File: config.mk
export PLATFORM = sky130hd
export DESIGN_NAME = afd_datapath
export DESIGN_NICKNAME = d
export VERILOG_FILES = /design/src/afd_pkg.sv /design/src/afd_addsub.sv /design/src/afd_datapath.sv
export VERILOG_INCLUDE_DIRS = /design/src
export SDC_FILE = /design/constraint.sdc
export NUM_CORES = 1
export LEC_CHECK = 0
export ABC_AREA = 1
export BUFFER_PORTS_ARGS = -buffer_cell sky130_fd_sc_hd__buf_4
export CORE_MARGIN = 1.5
export CORE_UTILIZATION = 55
export DETAILED_ROUTE_END_ITERATION = 12
export PLACE_DENSITY = 0.78
export SLEW_MARGIN = 20
export SYNTH_ARGS = -nofsm -noshare
export SYNTH_HDL_FRONTEND = slang
export SYNTH_HIERARCHICAL = 1
export SYNTH_SLANG_ARGS = --single-unit
File: constraint.sdc
create_clock -name i_sys_clk -period 2.8 [get_ports i_sys_clk]
set_input_delay 0.14 -clock i_sys_clk [delete_from_list [all_inputs] [get_ports i_sys_clk]]
set_output_delay 0.14 -clock i_sys_clk [all_outputs]
set_load 0.03 [all_outputs]
File: src/afd_consts.svh
`ifndef AFD_CONSTS_SVH
`define AFD_CONSTS_SVH

// ----------------------------------------------------------------
// flag positions inside the six-bit flag vector, and the flag count
// ----------------------------------------------------------------
`define AFD_FLG_CY 0
`define AFD_FLG_PAR 1
`define AFD_FLG_NIB 2
`define AFD_FLG_ZERO 3
`define AFD_FLG_SGN 4
`define AFD_FLG_OVF 5
`define AFD_FLG_CNT 6

// ----------------------------------------------------------------
// reset values
// ----------------------------------------------------------------
`define AFD_FLAGS_RST 6'h00
`define AFD_RESULT_RST 16'h0000

// ----------------------------------------------------------------
// operand widths and sign bits
// ----------------------------------------------------------------
`define AFD_WORD_W 16
`define AFD_BYTE_W 8
`define AFD_WORD_MSB 15
`define AFD_BYTE_MSB 7

// ----------------------------------------------------------------
// decimal adjust constants and the plus/minus one step
// ----------------------------------------------------------------
`define AFD_DIGIT_MAX 4'h9
`define AFD_PACKED_MAX 8'h99
`define AFD_LOW_FIX 8'h06
`define AFD_HIGH_FIX 8'h60
`define AFD_LOW_NIBBLE 8'h0F
`define AFD_DIGIT_BASE 8'h0A
`define AFD_ONE 16'h0001

`endif

File: src/afd_pkg.sv
package afd_pkg;

   // ----------------------------------------------------------------
   // operation codes driven by the instruction sequencer
   // ----------------------------------------------------------------
   typedef enum logic [3:0] {
      AFD_OP_ADD = 4'h0,
      AFD_OP_ADD_CARRY_IN = 4'h1,
      AFD_OP_PLUS_ONE = 4'h2,
      AFD_OP_SUBTRACT = 4'h3,
      AFD_OP_SUBTRACT_WITH_BORROW_IN = 4'h4,
      AFD_OP_MINUS_ONE = 4'h5,
      AFD_OP_SIGN_INVERSION = 4'h6,
      AFD_OP_COMPARE_ONLY = 4'h7,
      AFD_OP_PACKED_ADJ_ADD = 4'h8,
      AFD_OP_PACKED_ADJ_SUB = 4'h9,
      AFD_OP_UNPACKED_ADJ_ADD = 4'hA,
      AFD_OP_UNPACKED_ADJ_SUB = 4'hB,
      AFD_OP_UNPACKED_ADJ_DIV = 4'hC,
      AFD_OP_UNSIGNED_DIV_BYTE = 4'hD
   } afd_op_t;

endpackage

File: src/afd_addsub.sv
`timescale 1ns/1ps
`include "afd_consts.svh"

module afd_addsub (
   // operands
   input wire logic [15:0] i_a,
   input wire logic [15:0] i_b,
   input wire logic i_cin,
   input wire logic i_sub,
   input wire logic i_word,
   // results
   output logic [15:0] o_sum,
   output logic o_carry,
   output logic o_nibble_carry,
   output logic o_overflow
);

   logic [16:0] wide;
   logic [8:0] narrow;
   logic [4:0] nib;
   logic sa;
   logic sb;
   logic sr;

   // ----------------------------------------------------------------
   // one unsigned adder serves signed and unsigned data alike
   // ----------------------------------------------------------------
   always_comb begin
      if (i_sub) begin
         wide = {1'b0, i_a} - {1'b0, i_b} - {16'h0000, i_cin};   // [RL4] [RL13] [RL14]
         narrow = {1'b0, i_a[7:0]} - {1'b0, i_b[7:0]} - {8'h00, i_cin};
         nib = {1'b0, i_a[3:0]} - {1'b0, i_b[3:0]} - {4'h0, i_cin};
      end else begin
         wide = {1'b0, i_a} + {1'b0, i_b} + {16'h0000, i_cin};   // [RL4] [RL12] [RL14]
         narrow = {1'b0, i_a[7:0]} + {1'b0, i_b[7:0]} + {8'h00, i_cin};
         nib = {1'b0, i_a[3:0]} + {1'b0, i_b[3:0]} + {4'h0, i_cin};
      end
   end

   // ----------------------------------------------------------------
   // width select and signed overflow
   // ----------------------------------------------------------------
   always_comb begin
      if (i_word) begin   // [RL1]
         o_sum = wide[15:0];
         o_carry = wide[16];
         sa = i_a[`AFD_WORD_MSB];
         sb = i_b[`AFD_WORD_MSB];
         sr = wide[`AFD_WORD_MSB];
      end else begin
         o_sum = {8'h00, narrow[7:0]};
         o_carry = narrow[8];
         sa = i_a[`AFD_BYTE_MSB];
         sb = i_b[`AFD_BYTE_MSB];
         sr = narrow[`AFD_BYTE_MSB];
      end
      o_nibble_carry = nib[4];   // [RL15]
      // operand signs equal on add, opposite on subtract, result sign differs
      o_overflow = ((sa ^ sb) == i_sub) && (sr != sa);   // [RL3] [RL19]
   end

endmodule // afd_addsub

File: src/afd_datapath.sv
`timescale 1ns/1ps
`include "afd_consts.svh"

// How it works
// RL1: every binary operation works on byte or word operands alike.
// RL2: add, add with carry, plus one, subtract, borrow, minus one, inversion, compare.
// RL3: signed values are two's complement with the top bit as sign.
// RL4: signed add and subtract reuse the one unsigned adder.
// RL5: a packed decimal byte holds two digits, high digit in upper nibble.
// RL6: packed decimal add/subtract is binary, then an adjust fixes the low byte.
// RL7: there is no packed decimal adjust for multiply or divide.
// RL8: the program zeroes the unpacked upper nibble before multiply or divide.
// RL9: unpacked division adjusts the low byte numerator, then divides unsigned.
// RL10: unpacked add and subtract adjusts leave the upper nibble of the result zero.
// RL11: six flags, each changed only by operations that affect it.
// RL12: carry flag is the carry out of the top bit on addition.
// RL13: carry flag is the borrow into the top bit on subtraction.
// RL14: carry-in add and borrow-in subtract use the stored carry flag.
// RL15: nibble carry flag is carry out of or borrow into the low nibble.
// RL16: sign flag copies bit 7 or bit 15 of the result.
// RL17: zero flag is set when the result at its width is all zero.
// RL18: parity flag is set for even ones in the low eight result bits.
// RL19: overflow flag is set when the signed result does not fit.
// RL20: plus one and minus one leave the carry flag alone.
// RL21: inversion sets carry for nonzero operands; most negative value sets overflow.
// RL22: compare subtracts and sets all six flags but writes no result.
// RL23: all flags come from one result and register on the same edge.

module afd_datapath
   import afd_pkg::*;
(
   // clock and reset
   input wire logic i_sys_clk,
   input wire logic i_rst_n,
   // operation request
   input wire logic i_op_valid,
   input wire afd_op_t i_op,
   input wire logic i_word,
   input wire logic [15:0] i_dst,
   input wire logic [15:0] i_src,
   // result
   output logic [15:0] o_result,
   output logic o_result_we,
   output logic o_div_error,
   // status flags
   output logic o_carry_flag,
   output logic o_nibble_carry_flag,
   output logic o_sign_flag,
   output logic o_zero_result_flag,
   output logic o_parity_flag,
   output logic o_signed_overflow_flag
);

   // ----------------------------------------------------------------
   // decoding helpers
   // ----------------------------------------------------------------
   // which flags an operation writes; the others keep their value
   function automatic logic [5:0] flag_mask(input afd_op_t op);
      logic [5:0] m;
      m = 6'h00;
      case (op)
         AFD_OP_ADD, AFD_OP_ADD_CARRY_IN, AFD_OP_SUBTRACT, AFD_OP_SUBTRACT_WITH_BORROW_IN,
         AFD_OP_SIGN_INVERSION, AFD_OP_COMPARE_ONLY: begin
            m = 6'h3F;
         end
         AFD_OP_PLUS_ONE, AFD_OP_MINUS_ONE: begin
            m = 6'h3F;
            m[`AFD_FLG_CY] = 1'b0;   // [RL20]
         end
         AFD_OP_PACKED_ADJ_ADD, AFD_OP_PACKED_ADJ_SUB: begin
            m = 6'h3F;
            m[`AFD_FLG_OVF] = 1'b0;
         end
         AFD_OP_UNPACKED_ADJ_ADD, AFD_OP_UNPACKED_ADJ_SUB: begin
            m[`AFD_FLG_CY] = 1'b1;
            m[`AFD_FLG_NIB] = 1'b1;
         end
         AFD_OP_UNPACKED_ADJ_DIV: begin
            m[`AFD_FLG_PAR] = 1'b1;
            m[`AFD_FLG_ZERO] = 1'b1;
            m[`AFD_FLG_SGN] = 1'b1;
         end
         default: begin
            m = 6'h00;
         end
      endcase
      return m;   // [RL11]
   endfunction

   // true for operations that go through the binary adder
   function automatic logic is_binary(input afd_op_t op);
      return (op <= AFD_OP_COMPARE_ONLY);
   endfunction

   // ----------------------------------------------------------------
   // operand steering into the shared adder
   // ----------------------------------------------------------------
   logic [15:0] add_a;
   logic [15:0] add_b;
   logic add_cin;
   logic add_sub;
   logic [15:0] add_sum;
   logic add_carry;
   logic add_nibble;
   logic add_ovf;

   always_comb begin
      add_a = i_dst;
      add_b = i_src;
      add_cin = 1'b0;
      add_sub = 1'b0;
      case (i_op)   // [RL2]
         AFD_OP_ADD_CARRY_IN: begin
            add_cin = o_carry_flag;   // [RL14]
         end
         AFD_OP_PLUS_ONE: begin
            add_b = `AFD_ONE;
         end
         AFD_OP_SUBTRACT, AFD_OP_COMPARE_ONLY: begin
            add_sub = 1'b1;   // [RL22]
         end
         AFD_OP_SUBTRACT_WITH_BORROW_IN: begin
            add_sub = 1'b1;
            add_cin = o_carry_flag;   // [RL14]
         end
         AFD_OP_MINUS_ONE: begin
            add_sub = 1'b1;
            add_b = `AFD_ONE;
         end
         AFD_OP_SIGN_INVERSION: begin
            // zero minus operand: borrow exactly when nonzero, overflow on most negative
            add_sub = 1'b1;   // [RL21]
            add_a = 16'h0000;
            add_b = i_dst;
         end
         default: begin
            add_sub = 1'b0;
         end
      endcase
   end

   afd_addsub u_addsub (
      .i_a(add_a),
      .i_b(add_b),
      .i_cin(add_cin),
      .i_sub(add_sub),
      .i_word(i_word),
      .o_sum(add_sum),
      .o_carry(add_carry),
      .o_nibble_carry(add_nibble),
      .o_overflow(add_ovf)
   );

   // ----------------------------------------------------------------
   // decimal adjust and byte divide on the accumulator
   // ----------------------------------------------------------------
   logic [7:0] acc_lo;
   logic [7:0] acc_hi;
   logic lo_fix;
   logic hi_fix;
   logic [7:0] step_lo;
   logic [7:0] fold_lo;
   logic [15:0] quot;
   logic [15:0] remd;
   logic div_bad;

   assign acc_lo = i_dst[7:0];
   assign acc_hi = i_dst[15:8];
   assign lo_fix = (acc_lo[3:0] > `AFD_DIGIT_MAX) || o_nibble_carry_flag;   // [RL5]
   assign hi_fix = (acc_lo > `AFD_PACKED_MAX) || o_carry_flag;
   assign fold_lo = 8'({acc_hi, 3'b000}) + 8'({acc_hi, 1'b0}) + acc_lo;
   assign quot = (i_src[7:0] == 8'h00) ? 16'h0000 : i_dst / {8'h00, i_src[7:0]};
   assign remd = (i_src[7:0] == 8'h00) ? 16'h0000 : i_dst % {8'h00, i_src[7:0]};
   assign div_bad = (i_src[7:0] == 8'h00) || (quot[15:8] != 8'h00);

   // ----------------------------------------------------------------
   // next result and flags
   // ----------------------------------------------------------------
   logic [15:0] next_result;
   logic next_carry;
   logic next_nibble;
   logic next_ovf;
   logic next_word;
   logic [5:0] next_flags;
   logic [5:0] cur_flags;

   always_comb begin
      step_lo = acc_lo;
      next_result = add_sum;
      next_carry = add_carry;
      next_nibble = add_nibble;
      next_ovf = add_ovf;
      next_word = i_word;
      case (i_op)
         AFD_OP_PACKED_ADJ_ADD: begin   // [RL6]
            step_lo = lo_fix ? acc_lo + `AFD_LOW_FIX : acc_lo;
            next_result = {acc_hi, hi_fix ? step_lo + `AFD_HIGH_FIX : step_lo};
            next_carry = hi_fix;
            next_nibble = lo_fix;
            next_word = 1'b0;
         end
         AFD_OP_PACKED_ADJ_SUB: begin   // [RL6]
            step_lo = lo_fix ? acc_lo - `AFD_LOW_FIX : acc_lo;
            next_result = {acc_hi, hi_fix ? step_lo - `AFD_HIGH_FIX : step_lo};
            next_carry = hi_fix;
            next_nibble = lo_fix;
            next_word = 1'b0;
         end
         AFD_OP_UNPACKED_ADJ_ADD: begin
            step_lo = lo_fix ? acc_lo + `AFD_LOW_FIX : acc_lo;
            next_result = {lo_fix ? acc_hi + 8'h01 : acc_hi, step_lo & `AFD_LOW_NIBBLE};   // [RL10]
            next_carry = lo_fix;
            next_nibble = lo_fix;
            next_word = 1'b0;
         end
         AFD_OP_UNPACKED_ADJ_SUB: begin
            step_lo = lo_fix ? acc_lo - `AFD_LOW_FIX : acc_lo;
            next_result = {lo_fix ? acc_hi - 8'h01 : acc_hi, step_lo & `AFD_LOW_NIBBLE};   // [RL10]
            next_carry = lo_fix;
            next_nibble = lo_fix;
            next_word = 1'b0;
         end
         AFD_OP_UNPACKED_ADJ_DIV: begin
            // digits folded into a binary numerator ahead of the divide
            next_result = {8'h00, fold_lo};   // [RL9]
            next_word = 1'b0;
         end
         AFD_OP_UNSIGNED_DIV_BYTE: begin
            next_result = {remd[7:0], quot[7:0]};   // [RL9]
            next_word = 1'b0;
         end
         default: begin
            step_lo = acc_lo;
         end
      endcase
      next_flags[`AFD_FLG_CY] = next_carry;
      next_flags[`AFD_FLG_NIB] = next_nibble;
      next_flags[`AFD_FLG_OVF] = next_ovf;
      next_flags[`AFD_FLG_PAR] = ~^next_result[7:0];   // [RL18]
      next_flags[`AFD_FLG_SGN] = next_word ? next_result[`AFD_WORD_MSB]
                                           : next_result[`AFD_BYTE_MSB];   // [RL16]
      next_flags[`AFD_FLG_ZERO] = next_word ? (next_result == 16'h0000)
                                            : (next_result[7:0] == 8'h00);   // [RL17]
   end

   assign cur_flags = {o_signed_overflow_flag, o_sign_flag, o_zero_result_flag,
                       o_nibble_carry_flag, o_parity_flag, o_carry_flag};

   // ----------------------------------------------------------------
   // flag register
   // ----------------------------------------------------------------
   logic [5:0] flag_sel;
   logic [5:0] flags_q;
   assign flag_sel = flag_mask(i_op);

   always_ff @(posedge i_sys_clk or negedge i_rst_n) begin
      if (!i_rst_n) begin
         flags_q <= `AFD_FLAGS_RST;
      end else if (i_op_valid) begin
         flags_q <= (next_flags & flag_sel) | (cur_flags & ~flag_sel);   // [RL11] [RL23]
      end
   end
   assign o_carry_flag = flags_q[`AFD_FLG_CY];
   assign o_parity_flag = flags_q[`AFD_FLG_PAR];
   assign o_nibble_carry_flag = flags_q[`AFD_FLG_NIB];
   assign o_zero_result_flag = flags_q[`AFD_FLG_ZERO];
   assign o_sign_flag = flags_q[`AFD_FLG_SGN];
   assign o_signed_overflow_flag = flags_q[`AFD_FLG_OVF];

   // ----------------------------------------------------------------
   // result register and write-back strobe
   // ----------------------------------------------------------------
   always_ff @(posedge i_sys_clk or negedge i_rst_n) begin
      if (!i_rst_n) begin
         o_result <= `AFD_RESULT_RST;
      end else if (i_op_valid) begin
         o_result <= next_result;
      end
   end
   always_ff @(posedge i_sys_clk or negedge i_rst_n) begin
      if (!i_rst_n) begin
         o_result_we <= 1'b0;
         o_div_error <= 1'b0;
      end else begin
         o_result_we <= i_op_valid && (i_op != AFD_OP_COMPARE_ONLY)   // [RL22]
                        && !((i_op == AFD_OP_UNSIGNED_DIV_BYTE) && div_bad)
                        && (i_op <= AFD_OP_UNSIGNED_DIV_BYTE);   // [RL7]
         o_div_error <= i_op_valid && (i_op == AFD_OP_UNSIGNED_DIV_BYTE) && div_bad;
      end
   end
endmodule // afd_datapath

==> impl_metrics.csv, run 1 <==
group,metric,value,unit
run_status,run_status,"stopped before the end",
run_status,fail_step,"clock tree synthesis (4_1_cts)",
run_status,firstError,"[ERROR DPL-0033] detailed placement checks failed during check placement.",
yosys,synth.yosys.warnings,6,
clock_network,clk_path_buf_depth,2,
clock_network,ctsHtreeMaxLevel,1,
yosys,yosysSeqAreaShare,5.46,%
die,initial_core_util,56.3,%
yosys,synth_edf_count,0,
yosys,synth_fp_nets,2083,
place,placement.io_buffers,63,
die,floorplan.rows,51,
clock_network,clockRootBuffer,"sky130_fd_sc_hd__clkbuf_16",
clock_network,cts_made_buffers,3,
yosys,post_synth.cell_area_avg,5.89,sq um
place,dp_slack,-21.93,ns
yosys,synth_cell_types,58,
die,ios,64,
place,finalWeightedCongestion,0.989,
yosys,synth_cells,1869,
place,hpwl,36000,um
yosys,synth_flop_cell,"sky130_fd_sc_hd__dfrtp_1",
yosys,async_set_reset_flop_share_out_of_synthesis,100,%
clock_network,post_cts_resized,225,
die,die-width,144,um
die,floorplan_die_height,144,um
yosys,yosys_register_bits,24,
clock_network,ctsHoldBuffers,1,
yosys,synth_area,0.0110,sq mm
clock_network,post_cts.repair.setup_buffers,287,
clock_network,total_clock_sinks,24,
## cells by family after synthesis
logic type	Yosys count	share of synthesized area (%)
compound gates	352	18.7
xor+xnor	83	6.61
fa+ha+maj	174	20.5
buf+inv	342	12.0
flops	24	5.46
simple gates	894	36.8
## synth_stat cells, types with 5 or more instances
| cell | instances | area, sq um |
|---|---|---|
| sky130_fd_sc_hd__nor2_2 | 13 | 81.3 |
| sky130_fd_sc_hd__xnor2_1 | 32 | 280 |
| sky130_fd_sc_hd__nand4_1 | 22 | 138 |
| sky130_fd_sc_hd__o31ai_1 | 7 | 52.6 |
| sky130_fd_sc_hd__inv_2 | 21 | 78.8 |
| sky130_fd_sc_hd__clkbuf_1 | 25 | 93.8 |
| sky130_fd_sc_hd__nand2_2 | 23 | 144 |
| sky130_fd_sc_hd__o21ai_1 | 14 | 70.1 |
| sky130_fd_sc_hd__nand3_1 | 134 | 671 |
| sky130_fd_sc_hd__nand3_2 | 22 | 220 |
| sky130_fd_sc_hd__a21oi_1 | 90 | 450 |
| sky130_fd_sc_hd__nor2_4 | 7 | 78.8 |
| sky130_fd_sc_hd__a21o_1 | 17 | 128 |
| sky130_fd_sc_hd__fa_1 | 10 | 200 |
| sky130_fd_sc_hd__or2_2 | 15 | 93.8 |
| sky130_fd_sc_hd__o21ai_2 | 9 | 78.8 |
| sky130_fd_sc_hd__o21ai_0 | 141 | 706 |
| sky130_fd_sc_hd__nor3_1 | 18 | 90.1 |
| sky130_fd_sc_hd__ha_1 | 164 | 2050 |
| sky130_fd_sc_hd__o22ai_1 | 11 | 68.8 |
| sky130_fd_sc_hd__o211ai_1 | 5 | 37.5 |
| sky130_fd_sc_hd__a31oi_1 | 7 | 43.8 |
| sky130_fd_sc_hd__inv_1 | 281 | 1050 |
| sky130_fd_sc_hd__dfrtp_1 | 24 | 601 |
| sky130_fd_sc_hd__xor2_1 | 51 | 447 |
| sky130_fd_sc_hd__nand2_1 | 462 | 1730 |
| sky130_fd_sc_hd__nor2_1 | 152 | 571 |
| sky130_fd_sc_hd__buf_2 | 6 | 30.0 |
| sky130_fd_sc_hd__o21bai_1 | 18 | 135 |
## per-stage QoR
| stage | util, % | std cells | hold slack [ns] | cell area (sq um) |
|---|---|---|---|---|
| 3_5_place_dp | 83.6 | 2733 | 0.0518 | 16300 |
| 3_3_place_gp | 83.6 | 2733 | 0.0483 | 16300 |
| 2_1_floorplan | - | 1869 | -0.156 | 11400 |
==> run 2: changes to the inputs <==
--- a/config.mk
+++ b/config.mk
@@ -9,9 +9,9 @@
 export ABC_AREA = 1
 export BUFFER_PORTS_ARGS = -buffer_cell sky130_fd_sc_hd__buf_4
 export CORE_MARGIN = 1.5
-export CORE_UTILIZATION = 55
+export CORE_UTILIZATION = 40
 export DETAILED_ROUTE_END_ITERATION = 12
-export PLACE_DENSITY = 0.78
+export PLACE_DENSITY_LB_ADDON = 0.15
 export SLEW_MARGIN = 20
 export SYNTH_ARGS = -nofsm -noshare
 export SYNTH_HDL_FRONTEND = slang
==> constraint.sdc (replaced) <==
create_clock -name i_sys_clk -period 3.64 [get_ports i_sys_clk]
set_input_delay 0.182 -clock i_sys_clk [delete_from_list [all_inputs] [get_ports i_sys_clk]]
set_output_delay 0.182 -clock i_sys_clk [all_outputs]
set_load 0.03 [all_outputs]
==> impl_metrics.csv, run 2 <==
group,metric,value,unit
sta,fmax,38.0,MHz
setup_path,timing.critical_path.required,3.84,ns
yosys,yosys_register_bits,24,
place,dpl.cell_count,2753,
detailed_routing,route.vias.total,18400,
final_layout,most-common-layout-cells,"952 x sky130_fd_sc_hd__buf_4, 365 x sky130_fd_sc_hd__nand2_1, 247 x sky130_fd_sc_hd__inv_1",
final_layout,area_growth,89.2,%
sta,max_slew_violations,13,
job,cap_viol_max_count,1,
detailed_routing,route.antenna.remaining_nets,0,
sta,grt_setup_unrepaired,"yes",
yosys,synth.yosys.warnings,6,
place,dp_slack,-20.62,ns
run_status,violations,"max-capacitance violations, max-slew violations, negative setup slack",
die,floorplan_die_height,169,um
place,placement.io_buffers,63,
setup_path,startpoint_type,"primary input",
yosys,synth_fp_nets,2083,
detailed_routing,drc,0,
global_routing,maximum_number_of_pins_on_one_net_before_global_route_repair,36,
clock_network,clock_latency,0.26,ns
setup_path,critical_path_arrival,26.50,ns
clock_network,clk_path_buf_depth,2,
final_layout,final_nets,3042,
yosys,synth_area,0.0110,sq mm
global_routing,wire_length_of_the_first_global_routing_pass,82800,um
yosys,post_synth.cell_area_avg,5.89,sq um
detailed_routing,route.detailed.vias_per_inst,5.80,
detailed_routing,first_iteration_detailed_routing_drc_count,2176,
yosys,synth_flop_cell,"sky130_fd_sc_hd__dfrtp_1",
sta,finalHoldWorstSlack,0.213,ns
sta,worst_slew_margin_rel,-9.72,%
sta,slew_at_the_pin_closest_to_its_max_slew_limit,1.64,ns
clock_network,ctsHtreeMaxLevel,1,
yosys,async_set_reset_flop_share_out_of_synthesis,100,%
place,hpwl,33200,um
detailed_routing,finalWirelength,65200,um
sta,setup-tns-final,-381.33,ns
sta,finalCriticalPeriod,26.30,ns
final_layout,mostFrequentLayoutCell,"sky130_fd_sc_hd__buf_4",
global_routing,grt_overflow_total,0,
yosys,synth.largest_area_cell,"sky130_fd_sc_hd__ha_1",
sta,finalCritPeriodShare,723,%
place,finalWeightedCongestion,0.949,
die,ios,64,
die,initial_core_util,40.8,%
run_status,run_status,"finished with violations",
global_routing,grt_antenna_before_repair,0,
yosys,synth.most_common_cell,"sky130_fd_sc_hd__nand2_1",
die,area_of_the_die,0.0285,sq mm
detailed_routing,firstDrtPassIters,9,
yosys,synth_edf_count,0,
setup_path,regToRegSetupSlack,-0.05,ns
clock_network,tritoncts,"built",
setup_path,cpMaxStageDelayCell,"sky130_fd_sc_hd__ha_1",
final_layout,post_layout_nonfiller_instances,3169,
die,floorplan.rows,60,
die,die-width,169,um
detailed_routing,wirelength_per_cell,20.6,um
clock_network,cts_made_buffers,3,
yosys,yosysTopAreaCellShare,18.7,%
setup_path,timing.reg2reg.worst_path_depth,16,
die,placeableCoreArea,0.0270,sq mm
setup_path,timing.critical_path.slowest_cell_delay,0.34,ns
yosys,yosysSeqAreaShare,5.46,%
final_layout,drive_above_1_share,50.4,%
global_routing,track_usage,35.9,%
worst_hold_path,hold-path-cell-count,3,
setup_path,worst_path_most_repeated_cell,"sky130_fd_sc_hd__nand2_2",
yosys,synth_cell_types,58,
worst_hold_path,min_path_type,"in2reg",
sta,final-setup-viol-count,21,
sta,post-route-worst-setup-slack,-22.66,ns
worst_hold_path,hold_path_startpoint,"i_op_valid",
setup_path,critPathKind,"in2reg",
setup_path,worstPathMaxFanout,8,
global_routing,first_global_vias,16700,
clock_network,cts.reportedPaths.clkPinSlew,0.07,ns
yosys,most_instantiated_cells_after_synthesis,"462 x sky130_fd_sc_hd__nand2_1, 281 x sky130_fd_sc_hd__inv_1, 164 x sky130_fd_sc_hd__ha_1, 152 x sky130_fd_sc_hd__nor2_1, 141 x sky130_fd_sc_hd__o21ai_0",
setup_path,end_kind,"flip-flop",
sta,hold_viol_final,0,
yosys,synth.top_cells.by_area,"sky130_fd_sc_hd__ha_1 19%, sky130_fd_sc_hd__nand2_1 16%, sky130_fd_sc_hd__inv_1 9.6%",
sta,worst_clock_skew,0.00631,ns
clock_network,clockRootBuffer,"sky130_fd_sc_hd__clkbuf_16",
yosys,synth_cells,1869,
clock_network,total_clock_sinks,24,
[run 2: cell counts after synthesis]
Identical to the previous run, type by type.
[run 2: kinds of logic (layout without fill, tap and decap cells)]
family / Yosys count / in the layout / share of synthesized area, %
simple gates: 894 / 895 / 36.8
compound gates: 352 / 352 / 18.7
buf+inv: 342 / 1299 / 12.0
fa+ha+maj: 174 / 174 / 20.5
xor+xnor: 83 / 83 / 6.61
flops: 24 / 24 / 5.46
other cells: 0 / 1 / 0
[run 2: cell type report]
class                           instances  area [sq um]
Multi-Input combinational cell       1504         10900
Timing Repair Buffer                  987          7590
Fill cell                            1690          6140
Inverter                              307          1210
Sequential cell                        24           601
Tap cell                              341           427
Clock buffer                            3          75.1
Clock inverter                          1          30.0
Timing Repair inverter                  1          7.51
Antenna cell                            1          2.50
[run 2: stage by stage]
| step | util [%] | instance area, sq um |
|---|---|---|
| after floorplan | - | 11300 |
| after global placement | 59.0 | 15900 |
| after detailed placement | 59.0 | 15900 |
| after CTS | 71.4 | 19200 |
| after global routing | 77.2 | 20800 |
| final | 77.2 | 20800 |
[run 2: how the worst max path moves through the flow]
| stage | startpoint | endpoint | slack, ns | cells after the start |
|---|---|---|---|---|
| after floorplan | i_src[0] | flip-flop | -20.42 | 214 |
| after global placement | i_src[0] | flip-flop | -19.71 | 213 |
| after detailed placement | i_src[0] | flip-flop | -20.62 | 214 |
| after CTS | i_src[0] | flip-flop | -19.05 | 207 |
| after global routing | i_src[0] | flip-flop | -23.75 | 213 |
| final | i_src[0] | flip-flop | -22.66 | 211 |
[run 2: per-layer routing]
metal  share of wire (%)  vias up  track usage [%]
met5                   0        -                0
met4                 9.2        0             17.2
met3                  11      615             4.44
met2                  44     1431             63.0
met1                  36     8280             43.4
li1                    -     8051                -
[run 2: worst max-delay path: cells and delay by family]
family | cells | cell delay, ns
compound gates | 49 | 7.19
xor+xnor | 1 | 0.32
fa+ha+maj | 16 | 4.23
buf+inv | 33 | 2.68
simple gates | 112 | 11.72
[run 2: what timing repair did]
action                                  CTS  global route
resized for setup                       156           253
hold buffers                              1             0
gates cloned                              3             1
pin swaps                               147           198
setup buffers                           342            74
hold endpoints to repair                 24             0
endpoints found under the setup margin   22            22
Power of run 2 is left out: the tool's default activity adds up to more than one toggle a clock period on the data nets, which glitch-free logic cannot reach.
